$ cat config.mk
export PLATFORM = sky130hd
export DESIGN_NAME = quad_pot_terminal_control
export DESIGN_NICKNAME = d
export VERILOG_FILES = /design/src/design/quad_pot_terminal_control.v /design/src/design/tcon_lock_merge.v /design/src/design/wiper_tap_decoder.v
export VERILOG_INCLUDE_DIRS = /design/src /design/src/design
export SDC_FILE = /design/constraint.sdc
export NUM_CORES = 1
export LEC_CHECK = 0
export BUFFER_PORTS_ARGS = -buffer_cell sky130_fd_sc_hd__clkbuf_2
export CORE_AREA = 3 3 459 461
export DETAILED_ROUTE_END_ITERATION = 8
export DIE_AREA = 0 0 462 464
export GPL_TIMING_DRIVEN = 0
export PLACE_DENSITY = 0.4
export SYNTH_ARGS = -nofsm -noshare
export SYNTH_HDL_FRONTEND = slang
export SYNTH_SLANG_ARGS = --single-unit
$ cat constraint.sdc
create_clock -name clk_in -period 2.2 [get_ports clk_in]
set_clock_uncertainty 0.2 [all_clocks]
set_input_delay 0.44 -clock clk_in [delete_from_list [all_inputs] [get_ports clk_in]]
set_output_delay 0.44 -clock clk_in [all_outputs]
set_load 0.01 [all_outputs]
$ cat src/design/quad_pot_map.vh
`ifndef QUAD_POT_MAP_VH
`define QUAD_POT_MAP_VH

// ------------------------------------------------------------
// Terminal-control register layout
// ------------------------------------------------------------
`define TCON_WIDTH        9
`define TCON_RESET        9'h1ff
`define TCON_RSVD_BIT     8
`define TCON_NIB_WIDTH    4
`define TCON_LO_NIB_LSB   0
`define TCON_HI_NIB_LSB   4
`define TCON_SHDN_N_BIT   3
`define TCON_TERM_A_BIT   2
`define TCON_WIPER_BIT    1
`define TCON_TERM_B_BIT   0

// ------------------------------------------------------------
// Command targets
// ------------------------------------------------------------
`define TGT_WIDTH         3
`define TGT_WIPER0        3'h0
`define TGT_WIPER1        3'h1
`define TGT_WIPER2        3'h2
`define TGT_WIPER3        3'h3
`define TGT_TERM_CTRL_0_1 3'h4
`define TGT_TERM_CTRL_2_3 3'h5

// ------------------------------------------------------------
// Wiper values
// ------------------------------------------------------------
`define WIPER_WIDTH       10
`define WIPER_FULL_8BIT   10'h100
`define WIPER_FULL_7BIT   10'h080
`define WIPER_RESET       10'h080

`endif

$ cat src/design/quad_pot_terminal_control.v
`include "quad_pot_map.vh"

module quad_pot_terminal_control #(
    parameter       EIGHT_BIT  = 1,
    parameter [9:0] FULL_SCALE = EIGHT_BIT ? `WIPER_FULL_8BIT
                                           : `WIPER_FULL_7BIT,
    parameter       TAPS       = EIGHT_BIT ? 257 : 129
) (
    input  wire              clk_in,
    input  wire              rst_n_in,
    input  wire              cmd_wr_in,
    input  wire [2:0]        cmd_target_in,
    input  wire [9:0]        cmd_data_in,
    input  wire              cmd_done_in,
    input  wire              rd_in,
    input  wire [2:0]        rd_target_in,
    input  wire              write_protect_in,
    input  wire [3:0]        nv_lock_in,
    input  wire [39:0]       nv_wiper_in,
    output reg  [9:0]        rd_data_out,
    output reg               rd_valid_out,
    output reg               ready_out,
    output reg  [3:0]        lock_out,
    output reg  [8:0]        terminal_ctrl_pots_0_1_out,
    output reg  [8:0]        terminal_ctrl_pots_2_3_out,
    output reg  [39:0]       wiper_out,
    output reg  [3:0]        term_a_sw_out,
    output reg  [3:0]        wiper_sw_out,
    output reg  [3:0]        term_b_sw_out,
    output reg  [3:0]        wb_join_out,
    output reg  [4*TAPS-1:0] tap_onehot_out
);

    // ------------------------------------------------------------
    // State
    // ------------------------------------------------------------
    reg  [8:0]        terminal_ctrl_pots_0_1_reg;
    reg  [8:0]        terminal_ctrl_pots_2_3_reg;
    reg  [8:0]        terminal_ctrl_pots_0_1_next;
    reg  [8:0]        terminal_ctrl_pots_2_3_next;
    reg  [3:0]        lock_reg;
    reg  [39:0]       wiper_reg;
    reg  [39:0]       wiper_next;
    reg               loaded_reg;
    reg               stage_valid_reg;
    reg  [2:0]        stage_target_reg;
    reg  [9:0]        stage_data_reg;
    reg               stage_valid_next;
    reg  [2:0]        stage_target_next;
    reg  [9:0]        stage_data_next;
    reg  [9:0]        rd_data_next;
    wire [8:0]        merged_0_1;
    wire [8:0]        merged_2_3;
    wire [4*TAPS-1:0] tap_onehot;
    wire              commit;

    // ------------------------------------------------------------
    // Lock-aware merges of the staged value
    // ------------------------------------------------------------
    tcon_lock_merge u_merge_0_1 (
        .old_in     (terminal_ctrl_pots_0_1_reg),
        .new_in     (stage_data_next[8:0]),
        .lock_in    (lock_reg[1:0]),
        .merged_out (merged_0_1)
    );

    tcon_lock_merge u_merge_2_3 (
        .old_in     (terminal_ctrl_pots_2_3_reg),
        .new_in     (stage_data_next[8:0]),
        .lock_in    (lock_reg[3:2]),
        .merged_out (merged_2_3)
    );

    // ------------------------------------------------------------
    // Command staging
    // ------------------------------------------------------------
    // A write in the same cycle as completion is part of that command
    always @* begin
        stage_valid_next  = stage_valid_reg;
        stage_target_next = stage_target_reg;
        stage_data_next   = stage_data_reg;
        if (cmd_wr_in) begin
            stage_valid_next  = 1'b1;
            stage_target_next = cmd_target_in;
            stage_data_next   = cmd_data_in;
        end
    end

    // Nothing commits before locks have been reloaded
    assign commit = cmd_done_in & stage_valid_next & loaded_reg;

    // ------------------------------------------------------------
    // Register next values
    // ------------------------------------------------------------
    // Write protect only guards nonvolatile memory, so it is unused here
    always @* begin
        terminal_ctrl_pots_0_1_next = terminal_ctrl_pots_0_1_reg;
        terminal_ctrl_pots_2_3_next = terminal_ctrl_pots_2_3_reg;
        wiper_next                  = wiper_reg;
        if (commit) begin
            case (stage_target_next)
                `TGT_TERM_CTRL_0_1: begin
                    terminal_ctrl_pots_0_1_next = merged_0_1;
                end
                `TGT_TERM_CTRL_2_3: begin
                    terminal_ctrl_pots_2_3_next = merged_2_3;
                end
                `TGT_WIPER0: begin
                    if (!lock_reg[0])
                        wiper_next[9:0] = stage_data_next;
                end
                `TGT_WIPER1: begin
                    if (!lock_reg[1])
                        wiper_next[19:10] = stage_data_next;
                end
                `TGT_WIPER2: begin
                    if (!lock_reg[2])
                        wiper_next[29:20] = stage_data_next;
                end
                `TGT_WIPER3: begin
                    if (!lock_reg[3])
                        wiper_next[39:30] = stage_data_next;
                end
                default: begin
                    wiper_next = wiper_reg;
                end
            endcase
        end
    end

    // ------------------------------------------------------------
    // Command stage register
    // ------------------------------------------------------------
    always @(posedge clk_in or negedge rst_n_in) begin
        if (!rst_n_in) begin
            stage_valid_reg  <= 1'b0;
            stage_target_reg <= 3'h0;
            stage_data_reg   <= 10'h000;
        end else begin
            // Any completion empties the stage, committed or not
            if (cmd_done_in) begin
                stage_valid_reg <= 1'b0;
            end else begin
                stage_valid_reg <= stage_valid_next;
            end
            stage_target_reg <= stage_target_next;
            stage_data_reg   <= stage_data_next;
        end
    end

    // ------------------------------------------------------------
    // Terminal-control registers
    // ------------------------------------------------------------
    always @(posedge clk_in or negedge rst_n_in) begin
        if (!rst_n_in) begin
            terminal_ctrl_pots_0_1_reg <= `TCON_RESET;
            terminal_ctrl_pots_2_3_reg <= `TCON_RESET;
        end else begin
            terminal_ctrl_pots_0_1_reg <= terminal_ctrl_pots_0_1_next;
            terminal_ctrl_pots_2_3_reg <= terminal_ctrl_pots_2_3_next;
        end
    end

    // ------------------------------------------------------------
    // Locks and wipers
    // ------------------------------------------------------------
    always @(posedge clk_in or negedge rst_n_in) begin
        if (!rst_n_in) begin
            lock_reg   <= 4'hf;
            wiper_reg  <= {4{`WIPER_RESET}};
            loaded_reg <= 1'b0;
        end else begin
            if (!loaded_reg) begin
                // Caught after release; a reset may not sample ports
                lock_reg   <= nv_lock_in;
                wiper_reg  <= nv_wiper_in;
                loaded_reg <= 1'b1;
            end else begin
                wiper_reg <= wiper_next;
            end
        end
    end

    // ------------------------------------------------------------
    // Tap decoders, one per network
    // ------------------------------------------------------------
    genvar p;
    generate
        for (p = 0; p < 4; p = p + 1) begin : g_pot
            wiper_tap_decoder #(
                .FULL_SCALE (FULL_SCALE),
                .TAPS       (TAPS)
            ) u_dec (
                .wiper_in       (wiper_reg[p*10 +: 10]),
                .tap_onehot_out (tap_onehot[p*TAPS +: TAPS])
            );
        end
    endgenerate

    // ------------------------------------------------------------
    // Terminal switch drive
    // ------------------------------------------------------------
    reg [3:0] nib [0:3];
    reg [3:0] a_sw_next;
    reg [3:0] w_sw_next;
    reg [3:0] b_sw_next;
    reg [3:0] join_next;
    integer   k;

    always @* begin
        nib[0] = terminal_ctrl_pots_0_1_reg[3:0];
        nib[1] = terminal_ctrl_pots_0_1_reg[7:4];
        nib[2] = terminal_ctrl_pots_2_3_reg[3:0];
        nib[3] = terminal_ctrl_pots_2_3_reg[7:4];
        a_sw_next = 4'h0;
        w_sw_next = 4'h0;
        b_sw_next = 4'h0;
        join_next = 4'h0;
        for (k = 0; k < 4; k = k + 1) begin
            if (!nib[k][`TCON_SHDN_N_BIT]) begin
                // Stored connect bits are ignored, not overwritten
                a_sw_next[k] = 1'b0;
                w_sw_next[k] = 1'b1;
                b_sw_next[k] = 1'b1;
                join_next[k] = 1'b1;
            end else begin
                a_sw_next[k] = nib[k][`TCON_TERM_A_BIT];
                w_sw_next[k] = nib[k][`TCON_WIPER_BIT];
                b_sw_next[k] = nib[k][`TCON_TERM_B_BIT];
                join_next[k] = 1'b0;
            end
        end
    end

    // ------------------------------------------------------------
    // Read mux
    // ------------------------------------------------------------
    always @* begin
        case (rd_target_in)
            `TGT_WIPER0: rd_data_next = wiper_reg[9:0];
            `TGT_WIPER1: rd_data_next = wiper_reg[19:10];
            `TGT_WIPER2: rd_data_next = wiper_reg[29:20];
            `TGT_WIPER3: rd_data_next = wiper_reg[39:30];
            `TGT_TERM_CTRL_0_1: begin
                rd_data_next = {1'b0, 1'b1,
                                terminal_ctrl_pots_0_1_reg[7:0]};
            end
            `TGT_TERM_CTRL_2_3: begin
                rd_data_next = {1'b0, 1'b1,
                                terminal_ctrl_pots_2_3_reg[7:0]};
            end
            default: rd_data_next = 10'h000;
        endcase
    end

    // ------------------------------------------------------------
    // Registered outputs: read port
    // ------------------------------------------------------------
    // Outputs lag state by one cycle so every port leaves a flop
    always @(posedge clk_in or negedge rst_n_in) begin
        if (!rst_n_in) begin
            rd_data_out  <= 10'h000;
            rd_valid_out <= 1'b0;
        end else begin
            rd_data_out  <= rd_data_next;
            rd_valid_out <= rd_in;
        end
    end

    // ------------------------------------------------------------
    // Registered outputs: status and wipers
    // ------------------------------------------------------------
    always @(posedge clk_in or negedge rst_n_in) begin
        if (!rst_n_in) begin
            ready_out <= 1'b0;
            lock_out  <= 4'hf;
            wiper_out <= {4{`WIPER_RESET}};
        end else begin
            ready_out <= loaded_reg;
            lock_out  <= lock_reg;
            wiper_out <= wiper_reg;
        end
    end

    // ------------------------------------------------------------
    // Registered outputs: terminal-control copies
    // ------------------------------------------------------------
    always @(posedge clk_in or negedge rst_n_in) begin
        if (!rst_n_in) begin
            terminal_ctrl_pots_0_1_out <= `TCON_RESET;
            terminal_ctrl_pots_2_3_out <= `TCON_RESET;
        end else begin
            terminal_ctrl_pots_0_1_out <= terminal_ctrl_pots_0_1_reg;
            terminal_ctrl_pots_2_3_out <= terminal_ctrl_pots_2_3_reg;
        end
    end

    // ------------------------------------------------------------
    // Registered outputs: terminal switches
    // ------------------------------------------------------------
    // Reset shows every terminal connected, as the registers do
    always @(posedge clk_in or negedge rst_n_in) begin
        if (!rst_n_in) begin
            term_a_sw_out <= 4'hf;
            wiper_sw_out  <= 4'hf;
            term_b_sw_out <= 4'hf;
            wb_join_out   <= 4'h0;
        end else begin
            term_a_sw_out <= a_sw_next;
            wiper_sw_out  <= w_sw_next;
            term_b_sw_out <= b_sw_next;
            wb_join_out   <= join_next;
        end
    end

    // ------------------------------------------------------------
    // Registered outputs: tap switches
    // ------------------------------------------------------------
    always @(posedge clk_in or negedge rst_n_in) begin
        if (!rst_n_in) begin
            tap_onehot_out <= {(4*TAPS){1'b0}};
        end else begin
            tap_onehot_out <= tap_onehot;
        end
    end

endmodule

$ cat src/design/tcon_lock_merge.v
`include "quad_pot_map.vh"

module tcon_lock_merge (
    input  wire [8:0] old_in,
    input  wire [8:0] new_in,
    input  wire [1:0] lock_in,
    output wire [8:0] merged_out
);

    // ------------------------------------------------------------
    // Per-network nibble merge
    // ------------------------------------------------------------
    genvar n;
    generate
        for (n = 0; n < 2; n = n + 1) begin : g_nib
            // A locked nibble keeps its stored bits
            assign merged_out[n*`TCON_NIB_WIDTH +: `TCON_NIB_WIDTH] =
                lock_in[n] ?
                old_in[n*`TCON_NIB_WIDTH +: `TCON_NIB_WIDTH] :
                new_in[n*`TCON_NIB_WIDTH +: `TCON_NIB_WIDTH];
        end
    endgenerate

    assign merged_out[`TCON_RSVD_BIT] = 1'b1;

endmodule

$ cat src/design/wiper_tap_decoder.v
`include "quad_pot_map.vh"

module wiper_tap_decoder #(
    parameter [9:0] FULL_SCALE = `WIPER_FULL_8BIT,
    parameter       TAPS       = 257
) (
    input  wire [9:0]      wiper_in,
    output wire [TAPS-1:0] tap_onehot_out
);

    // ------------------------------------------------------------
    // Clamp and decode
    // ------------------------------------------------------------
    wire [9:0] index;

    // Codes past full scale park on terminal A
    assign index = (wiper_in >= FULL_SCALE) ? FULL_SCALE : wiper_in;

    genvar t;
    generate
        for (t = 0; t < TAPS; t = t + 1) begin : g_tap
            localparam [9:0] TAP_CODE = t;
            // Tap 0 is terminal B, top tap is terminal A
            assign tap_onehot_out[t] = (index == TAP_CODE);
        end
    endgenerate

endmodule

==> summary.md <==
| Metric | Value |
|---|---|
| Status | complete, but fails checks |
| Violated checks | hold timing |
| Starting Density | 18.1% |
| Nets@finish | 4,436 |
| Hold Violations, Final | 139 |
| Post-Layout Cell Count | 7,201 |
| Height of the die | 464 microns |
| Final hold slack | -0.109 ns |
| DRT Wirelength | 181,000 microns |
| DP HPWL | 135,000 microns |
| DRC viols | 0 |
| CTS tree | built |
| Crit path kind | register to register |
| Part of the cycle the worst path needs | 98.7% |
| Routed len/inst | 25.1 microns |
| Syn Area/Cell | 13.0 sq um |
| Post-detailed-route count of antenna-violating nets | 0 |
| Leak | 0.0278 uW |
| Core Util, Final | 26.9% |
| Die Wd | 462 microns |
| IO buf count | 1,176 |
| Critical path arrival | 2.68 ns |
| Share of cells above drive strength 1 | 44.8% |
| Reg2Reg Depth | 5 |
| Total gr overflow | 0 |
| Num ports | 1,184 |
| Overall Global Routing Usage | 16.3% |
| Worst endpoint required time | 2.71 ns |
| CP Capture Type | register |
| Clock Path Buffers | 3 |
| Clock latency on the worst-skew pair | 0.80 ns |
| R2R Path End | tap_onehot_out[247]$_DFF_PN0_ |
| Fin crit period | 2.17 ns |
| Via density | 3.81 |
| Worst Tran Pin Value | 0.757 ns |
| Largest net degree at the start of global routing | 108 |
| Seq cells post-synth | 1,191 |
| DRT Pass-1 Iters | 5 |
| Ys Warns | 0 |
| Max reg flops | 1,028 |
| Syn-to-layout area delta | 48.4% |
| Final Setup Violations | 0 |
| Worst Setup EP | tap_onehot_out[247]$_DFF_PN0_ |
| DR iter-0 viols | 1,357 |
| RSZ-0062 raised after global routing | yes |
| Post-Syn Area | 37,500 sq um |
| Core ar. | 207,000 sq um |
| Via count | 27,500 |
| Netlist cell types | 47 |
| Cell count after placement | 6,783 |
| Post-Syn Instances | 2,889 |
| Gpl congestion | 0.801 |
| Hold crit path type | input pin to async pin |
| Worst R2R Setup Slack | 0.03 ns |
| Overall Power | 51,200 uW |
| Main synth FF type | dfrtp_1 |
| Post-synth EDFFs | 0 |
| First-pass GRT wire length | 244,000 microns |
| FP Rows | 167 |
| CTS sink cnt | 1,191 |
| Reg2reg start | wiper_reg[8]$_DFFE_PN0P_ |
| Cts bufs inserted | 140 |
| H-tree lvl count | 4 |
| Clock Tree Root | clkbuf_16 |
| Antenna violations before repair | 28 |
| Clock slew at reported path FFs | 0.06 ns |
| Die ar. | 214,000 sq um |
| Worst vdd ir | 0.000791 V |
| CP Max Fanout | 10 |
| Max cap viols | 0 |
| Worst setup path startpoint | wiper_reg[8]$_DFFE_PN0P_ |
| Final Max Tran Viols | 0 |
| F_max | 461 MHz |
| PwrDens | 920 nW/um^2 |
| Register area share after synthesis | 79.6% |
| Async set or reset register ratio after synthesis | 100% |
| Relative slew slack | 49.4% |
| Startpoint Class | register |
| Vias in the first global route | 29,200 |
[power by group]
| part | switching [uW] | leakage (uW) | internal (uW) |
|---|---|---|---|
| Combinational | 2700 | 0.00933 | 1370 |
| Sequential | 611 | 0.0162 | 22500 |
| Clock | 10000 | 0.00234 | 14000 |
[layer usage]
metal  global-route usage [%]  vias to the layer above  share of wire, %  wire length, microns
li1                         -                    12000                 -                     -
met2                     26.8                     1041                48                 86900
met4                     5.54                        4               3.3                  5950
met5                        0                        -             0.013                    24
met1                     19.9                    14200                41                 73500
met3                     5.53                      249               8.1                 14600
[worst max-delay path: stages, from the launching register on]
cell,delay [ns]
dfrtp_4,0.57
nand2b_1,0.27
nor3_4,0.26
nand3_2,0.31
clkbuf_4,0.34
nor2_1,0.13
[worst min-delay path by stage]
stage / slack (ns) / cells after the start / to / from
final: -0.11 / 6 / tap_onehot_out[981]$_DFF_PN0_ / rst_n_in
after global routing: -0.14 / 6 / tap_onehot_out[890]$_DFF_PN0_ / rst_n_in
after detailed placement: 0.16 / 0 / wiper_out[22]$_DFF_PN0_ / wiper_reg[22]$_DFFE_PN0P_
after CTS: -0.58 / 3 / tap_onehot_out[952]$_DFF_PN0_ / rst_n_in
after global placement: 0.16 / 0 / wiper_out[35]$_DFF_PN0_ / wiper_reg[35]$_DFFE_PN0P_
after floorplan: -0.06 / 0 / loaded_reg$_DFF_PN0_ / rst_n_in
[layout by cell type, fill, tap and decap left out, types with 23 or more instances in the layout]
cell           Yosys  layout
buf_2             21      23
buf_4              3      82
clkbuf_1         142      39
clkbuf_16          0     156
clkbuf_2           0    1202
clkbuf_4           0      31
clkbuf_8           0      57
dfrtp_1         1131    1110
dfstp_2           60      58
dlygate4sd3_1      0      67
mux2_2            42      42
nand2_1          117      27
nand2_2            0      58
nand2_4            0      28
nor2_1          1108    1085
[timing repair]
action,4_1_cts,5_1_grt
cloned,2,8
endpoints found under the setup margin,1202,859
pin swaps,12,11
resized for setup,501,177
hold endpoints to repair,280,219
buffers inserted,40,31
hold buffers,65,10
[cell families (layout without fill, tap and decap cells)]
family          Yosys count  after routing  synth area share (%)
buf+inv                 194           1787                  2.10
other cells               1             16               0.00999
simple gates           1356           1356                  14.6
flops                  1191           1191                  79.6
compound gates           77             77                  1.37
mux                      70             70                  2.29
[metrics by stage]
step	hold WS [ns]	setup WS [ns]	area [sq um]	TNS, ns
after CTS	-0.579	-0.0684	54600	-1.02
after detailed placement	0.162	-0.950	47100	-805.72
final	-0.109	0.0293	55700	0
after floorplan	-0.0556	0.204	37500	0
after global routing	-0.143	-0.0419	55700	-0.597
after global placement	0.160	-29.75	46800	-
[synth_stat cells, types with 2 or more instances]
cell | count | area [sq um]
dfrtp_1 | 1131 | 28300
nor2_1 | 1108 | 4160
clkbuf_1 | 142 | 533
nand2_1 | 117 | 439
dfstp_2 | 60 | 1580
mux2_2 | 42 | 473
nand3_1 | 42 | 210
buf_2 | 21 | 105
a21oi_1 | 20 | 100
inv_1 | 20 | 75.1
o21ai_0 | 18 | 90.1
nor2b_1 | 17 | 106
mux2_4 | 16 | 240
nand2b_1 | 16 | 100
o221ai_1 | 12 | 105
mux2i_1 | 10 | 100
o2bb2ai_1 | 10 | 87.6
nor3_1 | 9 | 45.0
nor3_2 | 8 | 80.1
nor3b_2 | 8 | 100
o22ai_1 | 7 | 43.8
nor3b_1 | 5 | 37.5
nor4_1 | 5 | 31.3
and2_1 | 4 | 25.0
buf_1 | 4 | 15.0
or2_1 | 4 | 25.0
a31oi_1 | 3 | 18.8
buf_4 | 3 | 22.5
buf_6 | 3 | 33.8
and4_1 | 2 | 17.5
and4bb_2 | 2 | 25.0
mux4_2 | 2 | 45.0
nor4b_1 | 2 | 17.5
o41a_1 | 2 | 22.5
or2_2 | 2 | 12.5
[area by class of cell]
class	count	area, sq um
clock buffer	208	4170
clock inverter	48	627
multi-input combinational	1506	8030
antenna	13	32.5
buffer	166	1260
timing repair buffer	1344	8180
sequential	1191	29900
inverter	21	78.8
tap	2704	3380
fill	21800	151000
Power figures use the tool's default switching activity.
